File: src/dpsm_pkg.sv
// Shared types and constants of the drive-profile state machine.
package dpsm_pkg;

  // ----------------------------------------------------------------
  // Power-drive states and decoded commands
  // ----------------------------------------------------------------
  typedef enum logic [2:0] {
    ST_NOT_READY  = 3'b000,
    ST_SW_ON_DIS  = 3'b001,
    ST_READY      = 3'b010,
    ST_SWITCHED   = 3'b011,
    ST_OP_ENABLED = 3'b100,
    ST_QUICK_STOP = 3'b101,
    ST_FAULT_REAC = 3'b110,
    ST_FAULT      = 3'b111
  } dpsm_state_e;

  typedef enum logic [2:0] {
    CMD_NONE      = 3'b000,
    CMD_SHUTDOWN  = 3'b001,
    CMD_SWITCH_ON = 3'b010,
    CMD_ENABLE_OP = 3'b011,
    CMD_DIS_VOLT  = 3'b100,
    CMD_QSTOP     = 3'b101,
    CMD_FAULT_RST = 3'b110
  } dpsm_cmd_e;

  typedef enum logic [1:0] {
    STOP_RAMP  = 2'b00,
    STOP_COAST = 2'b01,
    STOP_QUICK = 2'b10,
    STOP_FUNC  = 2'b11
  } dpsm_stop_e;

  // ----------------------------------------------------------------
  // Object indices and sub-indices
  // ----------------------------------------------------------------
  localparam logic [15:0] OBJ_CTRL_WORD  = 16'h6040;
  localparam logic [15:0] OBJ_STAT_WORD  = 16'h6041;
  localparam logic [15:0] OBJ_TARGET_VEL = 16'h6042;
  localparam logic [15:0] OBJ_ACTUAL_VEL = 16'h6044;
  localparam logic [15:0] OBJ_VEL_LIMIT  = 16'h6046;
  localparam logic [15:0] OBJ_ACCEL      = 16'h6048;
  localparam logic [15:0] OBJ_DECEL      = 16'h6049;
  localparam logic [7:0]  SUB_ONE        = 8'h01;
  localparam logic [7:0]  SUB_TWO        = 8'h02;

  // ----------------------------------------------------------------
  // Field positions, codes and reset values
  // ----------------------------------------------------------------
  localparam int          CW_FAULT_RST   = 7;
  localparam int          CW_ENABLE_OP   = 3;
  localparam int          CW_QSTOP_N     = 2;
  localparam int          CW_VOLTAGE     = 1;
  localparam int          CW_SWITCH_ON   = 0;
  localparam int          SW_WRONG_MODE  = 14;
  localparam logic [6:0]  SW_NOT_READY   = 7'h00;
  localparam logic [6:0]  SW_SW_ON_DIS   = 7'h40;
  localparam logic [6:0]  SW_READY       = 7'h21;
  localparam logic [6:0]  SW_SWITCHED    = 7'h23;
  localparam logic [6:0]  SW_OP_ENABLED  = 7'h27;
  localparam logic [6:0]  SW_QUICK_STOP  = 7'h07;
  localparam logic [6:0]  SW_FAULT_REAC  = 7'h0F;
  localparam logic [6:0]  SW_FAULT       = 7'h08;
  localparam logic [31:0] SUPPORTED_MODES = 32'h8000_0002;
  localparam logic [7:0]  MODE_VELOCITY  = 8'h02;
  localparam logic [31:0] RST_PARAM      = 32'h0000_0000;
  localparam logic [15:0] RST_WORD       = 16'h0000;
  localparam logic [7:0]  INIT_CYCLES    = 8'h10;
  localparam int          PD_AW          = 5;
  localparam int          PD_DW          = 32;
  localparam int          PD_NARROW      = 16;

endpackage
File: src/dpsm_cmd_dec.sv
// Control word command decoder.
`timescale 1ns/100ps
`default_nettype none
module dpsm_cmd_dec
  import dpsm_pkg::*;
(
  input  wire logic [15:0] ctrlWord,
  output var dpsm_cmd_e    cmd
);

  // ----------------------------------------------------------------
  // Decode, highest priority first
  // ----------------------------------------------------------------
  // Fault reset masks every other bit, then voltage, then quick stop.
  always_comb begin
    if (ctrlWord[CW_FAULT_RST]) begin
      cmd = CMD_FAULT_RST;
    end else if (!ctrlWord[CW_VOLTAGE]) begin
      cmd = CMD_DIS_VOLT;
    end else if (!ctrlWord[CW_QSTOP_N]) begin
      cmd = CMD_QSTOP;
    end else if (!ctrlWord[CW_SWITCH_ON]) begin
      cmd = CMD_SHUTDOWN;
    end else if (ctrlWord[CW_ENABLE_OP]) begin
      cmd = CMD_ENABLE_OP;
    end else begin
      cmd = CMD_SWITCH_ON;
    end
  end

endmodule
`default_nettype wire

File: src/dpsm_core.sv
// Drive-profile power state machine in velocity mode.
`timescale 1ns/100ps
`default_nettype none
module dpsm_core
  import dpsm_pkg::*;
(
  input  wire logic             clk_sys,
  input  wire logic             rstn,
  input  wire logic             ctrlWordWr,
  input  wire logic [15:0]      ctrlWord,
  input  wire logic             targetVelWr,
  input  wire logic [15:0]      targetVel,
  input  wire logic             paramWr,
  input  wire logic [15:0]      paramObj,
  input  wire logic [7:0]       paramSub,
  input  wire logic [31:0]      paramData,
  output logic      [15:0]      statusWord,
  output logic      [15:0]      actualVel,
  output logic      [7:0]       opModeDisplay,
  output logic      [31:0]      supportedModes,
  input  wire logic             mstPdWr,
  input  wire logic [PD_AW-1:0] mstPdWrIdx,
  input  wire logic [PD_DW-1:0] mstPdWrData,
  input  wire logic [PD_AW-1:0] mstPdRdIdx,
  output logic      [PD_DW-1:0] mstPdRdData,
  input  wire logic             drvReady,
  input  wire logic             drvRunning,
  input  wire logic             drvFault,
  input  wire logic             remoteFieldbus,
  input  wire logic             speedCtrlMode,
  input  wire logic             stopFuncOnly,
  input  wire logic             newFamily,
  input  wire logic [15:0]      drvActVel,
  output logic                  drvEnable,
  output logic                  drvStop,
  output logic      [1:0]       drvStopKind,
  output logic                  drvFaultReset,
  output logic      [15:0]      drvSetpoint,
  output logic      [31:0]      velMinAmount,
  output logic      [31:0]      velMaxAmount,
  output logic      [31:0]      accDeltaSpeed,
  output logic      [31:0]      accDeltaTime,
  output logic      [31:0]      decDeltaSpeed,
  output logic      [31:0]      decDeltaTime,
  input  wire logic             drvPdWr,
  input  wire logic [PD_AW-1:0] drvPdWrIdx,
  input  wire logic [PD_DW-1:0] drvPdWrData,
  input  wire logic [PD_AW-1:0] drvPdRdIdx,
  output logic      [PD_DW-1:0] drvPdRdData
);

  // ----------------------------------------------------------------
  // Reset release
  // ----------------------------------------------------------------
  logic [1:0] rstSync_ff;
  logic       rstnInt;

  // Assertion is immediate, release is clean through two stages.
  always_ff @(posedge clk_sys or negedge rstn) begin
    if (!rstn) begin
      rstSync_ff <= 2'b00;
    end else begin
      rstSync_ff <= {rstSync_ff[0], 1'b1};
    end
  end
  assign rstnInt = rstSync_ff[1];

  // ----------------------------------------------------------------
  // State record
  // ----------------------------------------------------------------
  typedef struct packed {
    logic [6:0]  pinA;
    logic [6:0]  pinB;
    logic [15:0] velA;
    logic [15:0] velB;
    dpsm_state_e state;
    logic [7:0]  initCnt;
    logic        pendEnable;
    logic        enable;
    logic        stop;
    dpsm_stop_e  stopKind;
    logic        faultRst;
    logic [15:0] status;
    logic [15:0] setpoint;
    logic [31:0] velMin;
    logic [31:0] velMax;
    logic [31:0] accDs;
    logic [31:0] accDt;
    logic [31:0] decDs;
    logic [31:0] decDt;
  } dpsm_core_s;

  localparam dpsm_core_s RST_STATE = '{
    pinA: 7'h00, pinB: 7'h00, velA: RST_WORD, velB: RST_WORD,
    state: ST_NOT_READY, initCnt: INIT_CYCLES, pendEnable: 1'b0,
    enable: 1'b0, stop: 1'b0, stopKind: STOP_RAMP, faultRst: 1'b0,
    status: RST_WORD, setpoint: RST_WORD, velMin: RST_PARAM,
    velMax: RST_PARAM, accDs: RST_PARAM, accDt: RST_PARAM,
    decDs: RST_PARAM, decDt: RST_PARAM};

  dpsm_core_s q_ff;
  dpsm_core_s nxt_q;

  // Synchronised drive lines, read only from the second stage.
  logic      fReady;
  logic      fRunning;
  logic      fFault;
  logic      fFieldbus;
  logic      fSpeedMode;
  logic      fStopOnly;
  logic      fNewFamily;
  dpsm_cmd_e cmd;
  logic      cmdOk;

  assign {fNewFamily, fStopOnly, fSpeedMode, fFieldbus,
          fFault, fRunning, fReady} = q_ff.pinB;

  // ----------------------------------------------------------------
  // Command decode and process data
  // ----------------------------------------------------------------
  dpsm_cmd_dec uDec (
    .ctrlWord (ctrlWord),
    .cmd      (cmd)
  );

  // Commands from the master are ignored under any other control place.
  assign cmdOk = ctrlWordWr && fFieldbus;

  // The upper sixteen items take writes only on the newer family; narrow
  // items keep just their low half so stale upper bits never leak.
  function automatic logic pd_ok(input logic [PD_AW-1:0] idx,
                                 input logic             wide);
    pd_ok = !idx[PD_AW-1] || wide;
  endfunction

  function automatic logic [PD_DW-1:0] pd_fit(input logic [PD_AW-1:0] idx,
                                              input logic [PD_DW-1:0] d);
    pd_fit = idx[PD_AW-1] ? d : {{(PD_DW-PD_NARROW){1'b0}}, d[PD_NARROW-1:0]};
  endfunction

  dpsm_pd_mem uPdIn (
    .clk_sys (clk_sys),
    .wrEn    (mstPdWr && pd_ok(mstPdWrIdx, fNewFamily)),
    .wrIdx   (mstPdWrIdx),
    .wrData  (pd_fit(mstPdWrIdx, mstPdWrData)),
    .rdIdx   (drvPdRdIdx),
    .rdData  (drvPdRdData)
  );

  dpsm_pd_mem uPdOut (
    .clk_sys (clk_sys),
    .wrEn    (drvPdWr && pd_ok(drvPdWrIdx, fNewFamily)),
    .wrIdx   (drvPdWrIdx),
    .wrData  (pd_fit(drvPdWrIdx, drvPdWrData)),
    .rdIdx   (mstPdRdIdx),
    .rdData  (mstPdRdData)
  );

  // ----------------------------------------------------------------
  // Helpers
  // ----------------------------------------------------------------
  function automatic dpsm_stop_e stop_sel(input dpsm_stop_e k,
                                          input logic       only);
    stop_sel = only ? STOP_FUNC : k;
  endfunction

  function automatic logic [6:0] state_code(input dpsm_state_e s);
    case (s)
      ST_NOT_READY:  state_code = SW_NOT_READY;
      ST_SW_ON_DIS:  state_code = SW_SW_ON_DIS;
      ST_READY:      state_code = SW_READY;
      ST_SWITCHED:   state_code = SW_SWITCHED;
      ST_OP_ENABLED: state_code = SW_OP_ENABLED;
      ST_QUICK_STOP: state_code = SW_QUICK_STOP;
      ST_FAULT_REAC: state_code = SW_FAULT_REAC;
      ST_FAULT:      state_code = SW_FAULT;
      default:       state_code = SW_NOT_READY;
    endcase
  endfunction

  // ----------------------------------------------------------------
  // Next-state logic
  // ----------------------------------------------------------------
  // A fault outranks every command; tracking of a locally run drive
  // only applies when the master does not own the control place.
  always_comb begin
    nxt_q          = q_ff;
    nxt_q.pinA     = {newFamily, stopFuncOnly, speedCtrlMode, remoteFieldbus,
                      drvFault, drvRunning, drvReady};
    nxt_q.pinB     = q_ff.pinA;
    nxt_q.velA     = drvActVel;
    nxt_q.velB     = q_ff.velA;
    nxt_q.stop     = 1'b0;
    nxt_q.faultRst = 1'b0;
    if (targetVelWr) begin
      nxt_q.setpoint = targetVel;
    end
    if (paramWr) begin
      case ({paramObj, paramSub})
        {OBJ_VEL_LIMIT, SUB_ONE}: nxt_q.velMin = paramData;
        {OBJ_VEL_LIMIT, SUB_TWO}: nxt_q.velMax = paramData;
        {OBJ_ACCEL, SUB_ONE}:     nxt_q.accDs = paramData;
        {OBJ_ACCEL, SUB_TWO}:     nxt_q.accDt = paramData;
        {OBJ_DECEL, SUB_ONE}:     nxt_q.decDs = paramData;
        {OBJ_DECEL, SUB_TWO}:     nxt_q.decDt = paramData;
        default:                  nxt_q.velMin = q_ff.velMin;
      endcase
    end
    if (fFault && q_ff.state != ST_NOT_READY && q_ff.state != ST_FAULT_REAC
        && q_ff.state != ST_FAULT) begin
      nxt_q.state      = ST_FAULT_REAC;
      nxt_q.pendEnable = 1'b0;
      nxt_q.stop       = 1'b1;
      nxt_q.stopKind   = STOP_FUNC;
    end else begin
      case (q_ff.state)
        ST_NOT_READY: begin
          if (q_ff.initCnt != 8'h00) begin
            nxt_q.initCnt = q_ff.initCnt - 8'h01;
          end else if (fReady) begin
            nxt_q.state = ST_SW_ON_DIS;
          end
        end
        ST_SW_ON_DIS: begin
          if (cmdOk && cmd == CMD_SHUTDOWN) begin
            nxt_q.state = ST_READY;
          end
        end
        ST_READY: begin
          if (!fFieldbus && fRunning) begin
            nxt_q.state = ST_OP_ENABLED;
          end else if (cmdOk && cmd == CMD_SWITCH_ON) begin
            nxt_q.state = ST_SWITCHED;
          end else if (cmdOk && cmd == CMD_ENABLE_OP) begin
            nxt_q.state      = ST_SWITCHED;
            nxt_q.pendEnable = 1'b1;
          end else if (cmdOk && (cmd == CMD_DIS_VOLT || cmd == CMD_QSTOP)) begin
            nxt_q.state = ST_SW_ON_DIS;
          end
        end
        ST_SWITCHED: begin
          if (q_ff.pendEnable || (!fFieldbus && fRunning)
              || (cmdOk && cmd == CMD_ENABLE_OP)) begin
            nxt_q.state      = ST_OP_ENABLED;
            nxt_q.pendEnable = 1'b0;
          end else if (cmdOk && cmd == CMD_SHUTDOWN) begin
            nxt_q.state = ST_READY;
          end else if (cmdOk && (cmd == CMD_DIS_VOLT || cmd == CMD_QSTOP)) begin
            nxt_q.state = ST_SW_ON_DIS;
          end
        end
        ST_OP_ENABLED: begin
          if (!fFieldbus && !fRunning) begin
            nxt_q.state = ST_SWITCHED;
          end else if (cmdOk && cmd == CMD_SWITCH_ON) begin
            nxt_q.state = ST_SWITCHED;
          end else if (cmdOk && cmd == CMD_SHUTDOWN) begin
            nxt_q.state    = ST_READY;
            nxt_q.stop     = 1'b1;
            nxt_q.stopKind = stop_sel(STOP_RAMP, fStopOnly);
          end else if (cmdOk && cmd == CMD_DIS_VOLT) begin
            nxt_q.state    = ST_SW_ON_DIS;
            nxt_q.stop     = 1'b1;
            nxt_q.stopKind = stop_sel(STOP_COAST, fStopOnly);
          end else if (cmdOk && cmd == CMD_QSTOP) begin
            nxt_q.state    = ST_QUICK_STOP;
            nxt_q.stop     = 1'b1;
            nxt_q.stopKind = stop_sel(STOP_QUICK, fStopOnly);
          end
        end
        ST_QUICK_STOP: begin
          if (cmdOk && cmd == CMD_DIS_VOLT) begin
            nxt_q.state = ST_SW_ON_DIS;
          end else if (cmdOk && cmd == CMD_ENABLE_OP) begin
            nxt_q.state = ST_OP_ENABLED;
          end
        end
        ST_FAULT_REAC: begin
          nxt_q.state = ST_FAULT;
        end
        ST_FAULT: begin
          if (cmdOk && cmd == CMD_FAULT_RST) begin
            nxt_q.faultRst = 1'b1;
            if (!fFault) begin
              nxt_q.state = ST_SW_ON_DIS;
            end
          end
        end
        default: begin
          nxt_q.state = ST_NOT_READY;
        end
      endcase
    end
    // Any other state pattern falls to the default branch and returns to ST_NOT_READY.
    nxt_q.enable = (nxt_q.state == ST_OP_ENABLED);
    nxt_q.status = {1'b0, !fSpeedMode, 7'h00, state_code(nxt_q.state)};
  end

  // ----------------------------------------------------------------
  // State register
  // ----------------------------------------------------------------
  always_ff @(posedge clk_sys or negedge rstnInt) begin
    if (!rstnInt) begin
      q_ff <= RST_STATE;
    end else begin
      q_ff <= nxt_q;
    end
  end

  // ----------------------------------------------------------------
  // Outputs
  // ----------------------------------------------------------------
  assign statusWord     = q_ff.status;
  assign actualVel      = q_ff.velB;
  assign opModeDisplay  = MODE_VELOCITY;
  assign supportedModes = SUPPORTED_MODES;
  assign drvEnable      = q_ff.enable;
  assign drvStop        = q_ff.stop;
  assign drvStopKind    = q_ff.stopKind;
  assign drvFaultReset  = q_ff.faultRst;
  assign drvSetpoint    = q_ff.setpoint;
  assign velMinAmount   = q_ff.velMin;
  assign velMaxAmount   = q_ff.velMax;
  assign accDeltaSpeed  = q_ff.accDs;
  assign accDeltaTime   = q_ff.accDt;
  assign decDeltaSpeed  = q_ff.decDs;
  assign decDeltaTime   = q_ff.decDt;
endmodule
`default_nettype wire

File: src/dpsm_pd_mem.sv
// Process-data word store with one write port and a registered read port.
`timescale 1ns/100ps
`default_nettype none
module dpsm_pd_mem
  import dpsm_pkg::*;
(
  input  wire logic             clk_sys,
  input  wire logic             wrEn,
  input  wire logic [PD_AW-1:0] wrIdx,
  input  wire logic [PD_DW-1:0] wrData,
  input  wire logic [PD_AW-1:0] rdIdx,
  output logic      [PD_DW-1:0] rdData
);

  // ----------------------------------------------------------------
  // Storage
  // ----------------------------------------------------------------
  logic [PD_DW-1:0] mem [2**PD_AW];

  // Contents are not reset; software refreshes them cyclically anyway.
  always_ff @(posedge clk_sys) begin
    if (wrEn) begin
      mem[wrIdx] <= wrData;
    end
    rdData <= mem[rdIdx];
  end

endmodule
`default_nettype wire

File: config.mk
export PLATFORM = sky130hd
export DESIGN_NAME = dpsm_core
export DESIGN_NICKNAME = d
export VERILOG_FILES = /design/src/dpsm_pkg.sv /design/src/dpsm_cmd_dec.sv /design/src/dpsm_core.sv /design/src/dpsm_pd_mem.sv
export SDC_FILE = /design/constraint.sdc
export NUM_CORES = 2
export LEC_CHECK = 0
export ABC_AREA = 0
export BUFFER_PORTS_ARGS = -buffer_cell sky130_fd_sc_hd__buf_2
export CORE_AREA = 4 4 401 364
export DETAILED_ROUTE_END_ITERATION = 8
export DIE_AREA = 0 0 405 368
export PLACE_DENSITY = 0.84
export SLEW_MARGIN = 20
export SYNTH_ARGS = -nofsm -noshare
export SYNTH_HDL_FRONTEND = slang
export SYNTH_SLANG_ARGS = --single-unit
File: constraint.sdc
create_clock -name clk_sys -period 12.25 [get_ports clk_sys]
set_input_delay 1.225 -clock clk_sys [delete_from_list [all_inputs] [get_ports clk_sys]]
set_output_delay 1.225 -clock clk_sys [all_outputs]
set_load 0.1 [all_outputs]
# Word-level counts from Yosys, hierarchy flattened
# Memory sizes are Yosys's and may differ from the RTL's. A register that Yosys moved wholly into a read port is not among the register bits.
# Cells that the tools add are included.
totals:
  reg_bits: 281
  ramBits: 2048
  rom_bits: 48
  mem_count: 3
classes:
  add_sub_neg: 1
  n_eq_ne: 28
  n_mux: 50
  n_bitwise: 1
  reduce_logical: 41
memory_table:
  columns: ["memory", "depth", "word_bits", "rd", "rd_clocked_by_memory_dff", "write_ports", "line", "text"]
  rows:
  - ["uPdIn.mem", 32, 32, 1, 1, 1, "dpsm_pd_mem.sv:18", "logic [PD_DW-1:0] mem [2**PD_AW];"]
  - ["uPdOut.mem", 32, 32, 1, 1, 1, "dpsm_pd_mem.sv:18", null]
  - ["(no name shown)", 8, 6, 1, 1, 0, "dpsm_core.sv:168", "case (s)"]
op_table:
  columns: ["operator", "count"]
  rows:
  - ["$eq A24 B23 Y1 const B", 6]
  - ["$mux W3", 30]
  - ["$mux W32", 2]
  - ["$eq A3 B3 Y1 const B", 8]
  - ["$pmux W3 S8", 1]
  - ["$ne A3 B3 Y1 const B", 6]
  - ["$logic_and A1 B1 Y1", 15]
  - ["$mux W1", 14]
  - ["$eq A3 B2 Y1 const B", 4]
  - ["$reduce_and A2 Y1", 6]
  - ["$reduce_bool A8 Y1", 1]
  - ["$sub A8 B1 Y8 const B", 1]
  - ["$eq A3 B1 Y1 const B", 2]
  - ["$logic_not A1 Y1", 6]
  - ["$reduce_bool A3 Y1", 2]
  - ["$logic_or A1 B1 Y1", 5]
  - ["$reduce_and A5 Y1", 1]
  - ["$mux W2", 2]
  - ["$ne A2 B2 Y1 const B", 2]
  - ["$reduce_and A4 Y1", 1]
  - ["$reduce_bool A4 Y1", 1]
  - ["$logic_not A3 Y1", 1]
  - ["$reduce_and A3 Y1", 1]
  - ["$pmux W1 S2", 1]
  - ["other kinds (2)", 2]

# Longest topological paths before layout
depth:
  depth_word: 15
  depth_mapped: 7
  mapped_depth_nobuf: 7

# By module
# From an unflattened synthesis, not the netlist that was laid out.
unflattened:
  cells_unflattened: 5495
  area_unflattened_um2: 93701.1
modules_own_cells:
  columns: ["mod", "n_inst", "cells_each", "area_each_um2", "seq_area_each_um2"]
  rows:
  - ["dpsm_pd_mem at uPdIn", 1, 2260, 40492.6, 31390.1]
  - ["dpsm_pd_mem at uPdOut", 1, 2260, 40485.1, 31390.1]
  - ["dpsm_core", 1, 970, 12685.9, 7008.0]
  - ["dpsm_cmd_dec", 1, 5, 37.5, 0.0]

# Worst setup path after synthesis
# No wires, ideal clock.
synth_path:
  path_kind: "input to register"
  from: "input port mstPdWrIdx[4]"
  to: "memory uPdIn.mem[20][0] (enable)"
  t_arrival_ns: 3.296
  slack_ns: 8.533
  stages: 5
  path_cell_list: "inv_1 > o21ai_0 > or3_1 > clkbuf_1 > nor2_1"
synth_between:
  elab_chain_cells: 5
synth_lines:
  columns: ["item", "line", "text"]
  rows:
  - ["start: declaration", "dpsm_core.sv:22", "input wire logic [PD_AW-1:0] mstPdWrIdx,"]
  - ["$logic_not A1 Y1", "dpsm_core.sv:133", "pd_ok = !idx[PD_AW-1] || wide;"]
  - ["$logic_or A1 B1 Y1", "dpsm_core.sv:133", null]
  - ["$logic_and A1 B1 Y1", "dpsm_core.sv:143", ".wrEn (mstPdWr && pd_ok(mstPdWrIdx, fNewFamily)),"]
  - ["$mux W1", "dpsm_pd_mem.sv:22", "if (wrEn) begin"]
  - ["$mux W1 (implied by the code)", "dpsm_pd_mem.sv:23", "mem[wrIdx] <= wrData;"]
  - ["end: declaration", "dpsm_pd_mem.sv:18", null]
# Parallel ways exist; a longest one is shown, timed or not.

==> run_summary.xml <==
<?xml version="1.0" encoding="UTF-8"?>
<metrics>
  <group name="setup_path">
    <metric name="ff2ff_setup_slack" unit="ps">8220</metric>
    <metric name="crit_fanout" unit="">82</metric>
    <metric name="timing.setup.critical_path_class" unit="">in -&gt; reg</metric>
    <metric name="reg2reg_from" unit="">fNewFamily</metric>
    <metric name="timing.critical_path.from_type" unit="">primary input</metric>
    <metric name="setup.worst_path.end" unit="">uPdIn.rdData[19]</metric>
    <metric name="data_arrival_time_of_the_critical_path" unit="ps">5000</metric>
    <metric name="reg2reg_depth" unit="">5</metric>
    <metric name="startpoint" unit="">drvPdRdIdx[0]</metric>
    <metric name="required" unit="ps">12980</metric>
    <metric name="timing.rr.end" unit="">uPdOut.mem[27][28]</metric>
    <metric name="critical_path.endpoint_type" unit="">register</metric>
  </group>
  <group name="sta">
    <metric name="slew-limit-headroom" unit="%">19.9</metric>
    <metric name="setup_ws" unit="ps">7970</metric>
    <metric name="hold_viol_final" unit="">0</metric>
    <metric name="clock.fmax" unit="GHz">0.234</metric>
    <metric name="finalCritPeriodShare" unit="%">34.9</metric>
    <metric name="tightestPinTransition" unit="ps">1200</metric>
    <metric name="report.final.setup_viol" unit="">0</metric>
    <metric name="clock_skew" unit="ps">79.1</metric>
    <metric name="finalMaxSlewViolations" unit="">0</metric>
    <metric name="layout_min_cycle_time" unit="ps">4280</metric>
    <metric name="rsz0062_at_grt" unit="">false</metric>
    <metric name="total_negative_slack_for_setup_checks" unit="ps">0</metric>
  </group>
  <group name="synth">
    <metric name="synth_area_per_cell" unit="sq um">22.8</metric>
    <metric name="ys_ff_latch" unit="">2392</metric>
    <metric name="synth_cell_type_count" unit="">52</metric>
    <metric name="postSynth.asyncResetShare" unit="%">11.7</metric>
    <metric name="count_of_flip_flops_with_a_built_in_enable_after_synthesis" unit="">2048</metric>
    <metric name="yosysTopAreaCellShare" unit="%">67.1</metric>
    <metric name="syn-cell-area" unit="sq mm">0.0916</metric>
    <metric name="warnings_synthesis" unit="">0</metric>
    <metric name="yosysSeqAreaShare" unit="%">76.2</metric>
    <metric name="synth_top_cell_by_area" unit="">sky130_fd_sc_hd__edfxtp_1</metric>
    <metric name="syn_inst" unit="">4022</metric>
    <metric name="dominantRegCellSynth" unit="">sky130_fd_sc_hd__edfxtp_1</metric>
    <metric name="cells_taking_the_most_area_after_synthesis" unit="">sky130_fd_sc_hd__edfxtp_1 67%, sky130_fd_sc_hd__mux4_2 16%, sky130_fd_sc_hd__dfrtp_1 7.6%, sky130_fd_sc_hd__mux2_2 3.2%, sky130_fd_sc_hd__buf_4 2.5%</metric>
  </group>
  <group name="drt">
    <metric name="drt_first_iter_violations" unit="">7959</metric>
    <metric name="drt-total-wl" unit="um">254000</metric>
    <metric name="detail-route-antenna-nets" unit="">0</metric>
    <metric name="via_per_inst" unit="">7.21</metric>
    <metric name="vias" unit="">46585</metric>
    <metric name="drcViolationCount" unit="">0</metric>
    <metric name="drt_pass1_iterations" unit="">5</metric>
    <metric name="routedWlPerCell" unit="um">39.3</metric>
  </group>
  <group name="global_route">
    <metric name="grt_max_degree" unit="">149</metric>
    <metric name="first_pass_grt_wire_length" unit="um">357000</metric>
    <metric name="first_global_vias" unit="">47396</metric>
    <metric name="antenna_found_initial" unit="">22</metric>
    <metric name="grt_overflow_total" unit="">0</metric>
    <metric name="grt_util_all_layers" unit="%">34.2</metric>
  </group>
  <group name="floorplanning">
    <metric name="die_h" unit="um">368</metric>
    <metric name="num_ports" unit="">551</metric>
    <metric name="placement_rows" unit="">131</metric>
    <metric name="fp.dieArea" unit="sq mm">0.149</metric>
    <metric name="floorplan.die.width" unit="um">405</metric>
    <metric name="coreArea" unit="sq mm">0.141</metric>
    <metric name="initial_core_utilization" unit="%">64.8</metric>
  </group>
  <group name="placement">
    <metric name="post-place-cells" unit="">6043</metric>
    <metric name="hpwlAfterDp" unit="um">122000</metric>
    <metric name="globalplace.congestion" unit="">0.823</metric>
    <metric name="port-buffer-count" unit="">490</metric>
    <metric name="pre_cts_slack" unit="ps">6860</metric>
  </group>
  <group name="layout">
    <metric name="finalNetCount" unit="">4604</metric>
    <metric name="drive_above_1_share" unit="%">41.7</metric>
    <metric name="area_delta_synth_final" unit="%">11.7</metric>
    <metric name="final-instance-count-excl-fill" unit="">6462</metric>
    <metric name="final_core_util" unit="%">72.4</metric>
  </group>
  <group name="pwr">
    <metric name="vdd.ir_drop.worst" unit="mV">0.157</metric>
    <metric name="static-leakage-power" unit="nW">36.1</metric>
    <metric name="power_per_cell_area" unit="mW/mm^2">170</metric>
  </group>
  <group name="clock_network">
    <metric name="post-cts-setup-buffers" unit="">0</metric>
    <metric name="cts_made_buffers" unit="">215</metric>
    <metric name="post_cts.resized_instances" unit="">0</metric>
    <metric name="clock-sinks" unit="">2392</metric>
    <metric name="cts.htree.levels" unit="">4</metric>
    <metric name="worst_setup_hold_path_clk_slew" unit="ps">60</metric>
    <metric name="worstSkewPairLatency" unit="ps">870</metric>
    <metric name="max-clock-path-buffers" unit="">3</metric>
    <metric name="cts_tree" unit="">done</metric>
    <metric name="cts_hold_repair.buffers" unit="">0</metric>
    <metric name="cts_root_buf" unit="">sky130_fd_sc_hd__clkbuf_16</metric>
  </group>
  <group name="worst_hold_path">
    <metric name="worst_hold_path_type" unit="">in -&gt; async</metric>
  </group>
  <group name="run_status">
    <metric name="outcome" unit="">finished clean</metric>
  </group>
  <group name="run">
    <metric name="maxCapViolCount" unit="">0</metric>
  </group>
</metrics>
==> routing by layer <==
layer / global-route usage (%) / part of all wire [%] / vias to the layer above / wire length [um]
li1: - / - / 17006 / -
met1: 44.6 / 32 / 24063 / 81400
met2: 54.4 / 50 / 4704 / 126000
met3: 8.86 / 13 / 804 / 32500
met4: 17.5 / 5.6 / 8 / 14200
met5: 0 / 0.017 / - / 44
==> how the worst min path moves through the flow <==
stage,from,end,cells past startpoint
2_1_floorplan,nxt_q[241],actualVel[0],0
6_report,rstn,rstSync_ff[0],1
5_1_grt,rstn,rstSync_ff[0],1
4_1_cts,rstn,rstSync_ff[0],1
3_3_place_gp,rstSync_ff[1],nxt_q[254],0
3_5_place_dp,rstSync_ff[1],velMinAmount[12],0
==> layout make-up <==
| cell class | count | area (sq um) |
|---|---|---|
| Multi-Input combinational cell | 1202 | 19500 |
| Clock buffer | 279 | 5900 |
| Tap cell | 1862 | 2330 |
| Clock inverter | 124 | 1540 |
| Timing Repair Buffer | 579 | 3230 |
| Sequential cell | 2392 | 69800 |
| Inverter | 11 | 41.3 |
| Fill cell | 7113 | 38900 |
| Antenna cell | 13 | 32.5 |
==> stage by stage <==
| step | power (W) | instance area [sq um] | hold WS (ps) |
|---|---|---|---|
| floorplan | 0.0101 | 91800 | 331 |
| global placement | 0.0104 | 94800 | 276 |
| detailed placement | 0.0104 | 94800 | 283 |
| CTS | 0.0175 | 102000 | 118 |
| global route | 0.0179 | 102000 | 122 |
| finish | 0.0174 | 102000 | 177 |
==> registers in the layout (all words and copies together), names as in the netlist, 2 cells and up <==
name,count
uPdIn.rdData,32
decDeltaTime,32
velMinAmount,32
drvStopKind,2
statusWord,7
q_ff,12
decDeltaSpeed,32
uPdOut.mem,1024
nxt_q,23
accDeltaSpeed,32
uPdOut.rdData,32
velMaxAmount,32
drvSetpoint,16
rstSync_ff,2
uPdIn.mem,1024
actualVel,16
accDeltaTime,32
==> placed cells by master (no fill, tap or decap), drive strengths merged, types with 13 or more instances in the layout <==
master	instances
nor2	83
edfxtp	2048
diode	13
dfxtp	64
mux2	272
mux4	640
buf	579
bufinv	26
clkinv	85
clkbuf	279
nand2	14
conb	50
dfrtp	279
nand3	16
and2	35
==> logic make-up (layout without fill, tap and decap cells) <==
| logic type | after synthesis | count (layout) | share of synthesized area (%) |
|---|---|---|---|
| AO/OA/AOI/OAI | 29 | 29 | 0.214 |
| buffers and inverters | 476 | 993 | 3.32 |
| multiplexers | 912 | 912 | 19.1 |
| AND/OR/NAND/NOR | 204 | 204 | 1.15 |
| flip-flops | 2392 | 2392 | 76.2 |
| XOR/XNOR | 6 | 6 | 0.0574 |
| other | 2 | 63 | 0.00820 |
| adder cells (fa/ha/maj) | 1 | 1 | 0.0137 |
==> worst max-delay path: stages <==
cell and delay [ps]:
sky130_fd_sc_hd__buf_8 690, sky130_fd_sc_hd__buf_4 820, sky130_fd_sc_hd__buf_4 730, sky130_fd_sc_hd__mux4_2 620
sky130_fd_sc_hd__mux4_2 510, sky130_fd_sc_hd__mux2_2 310
==> cells in the mapped netlist (all sizes together) (4+ instances only) <==
| master | number |
|---|---|
| nand2 | 14 |
| nor3 | 5 |
| edfxtp | 2048 |
| dfxtp | 64 |
| and2 | 35 |
| or3 | 11 |
| clkbuf | 77 |
| nor2 | 83 |
| dfrtp | 279 |
| inv | 11 |
| mux2 | 272 |
| buf | 388 |
| nor3b | 4 |
| o21ai | 8 |
| a21oi | 8 |
| nand3b | 5 |
| mux4 | 640 |
| and3 | 7 |
| nand3 | 16 |
==> power breakdown <==
group	switching (W)	internal (W)
Sequential	0.0000650	0.00895
Clock	0.00316	0.00397
Combinational	0.000941	0.000358
Total	0.00416	0.0133
(Power assumes the default switching activity.)
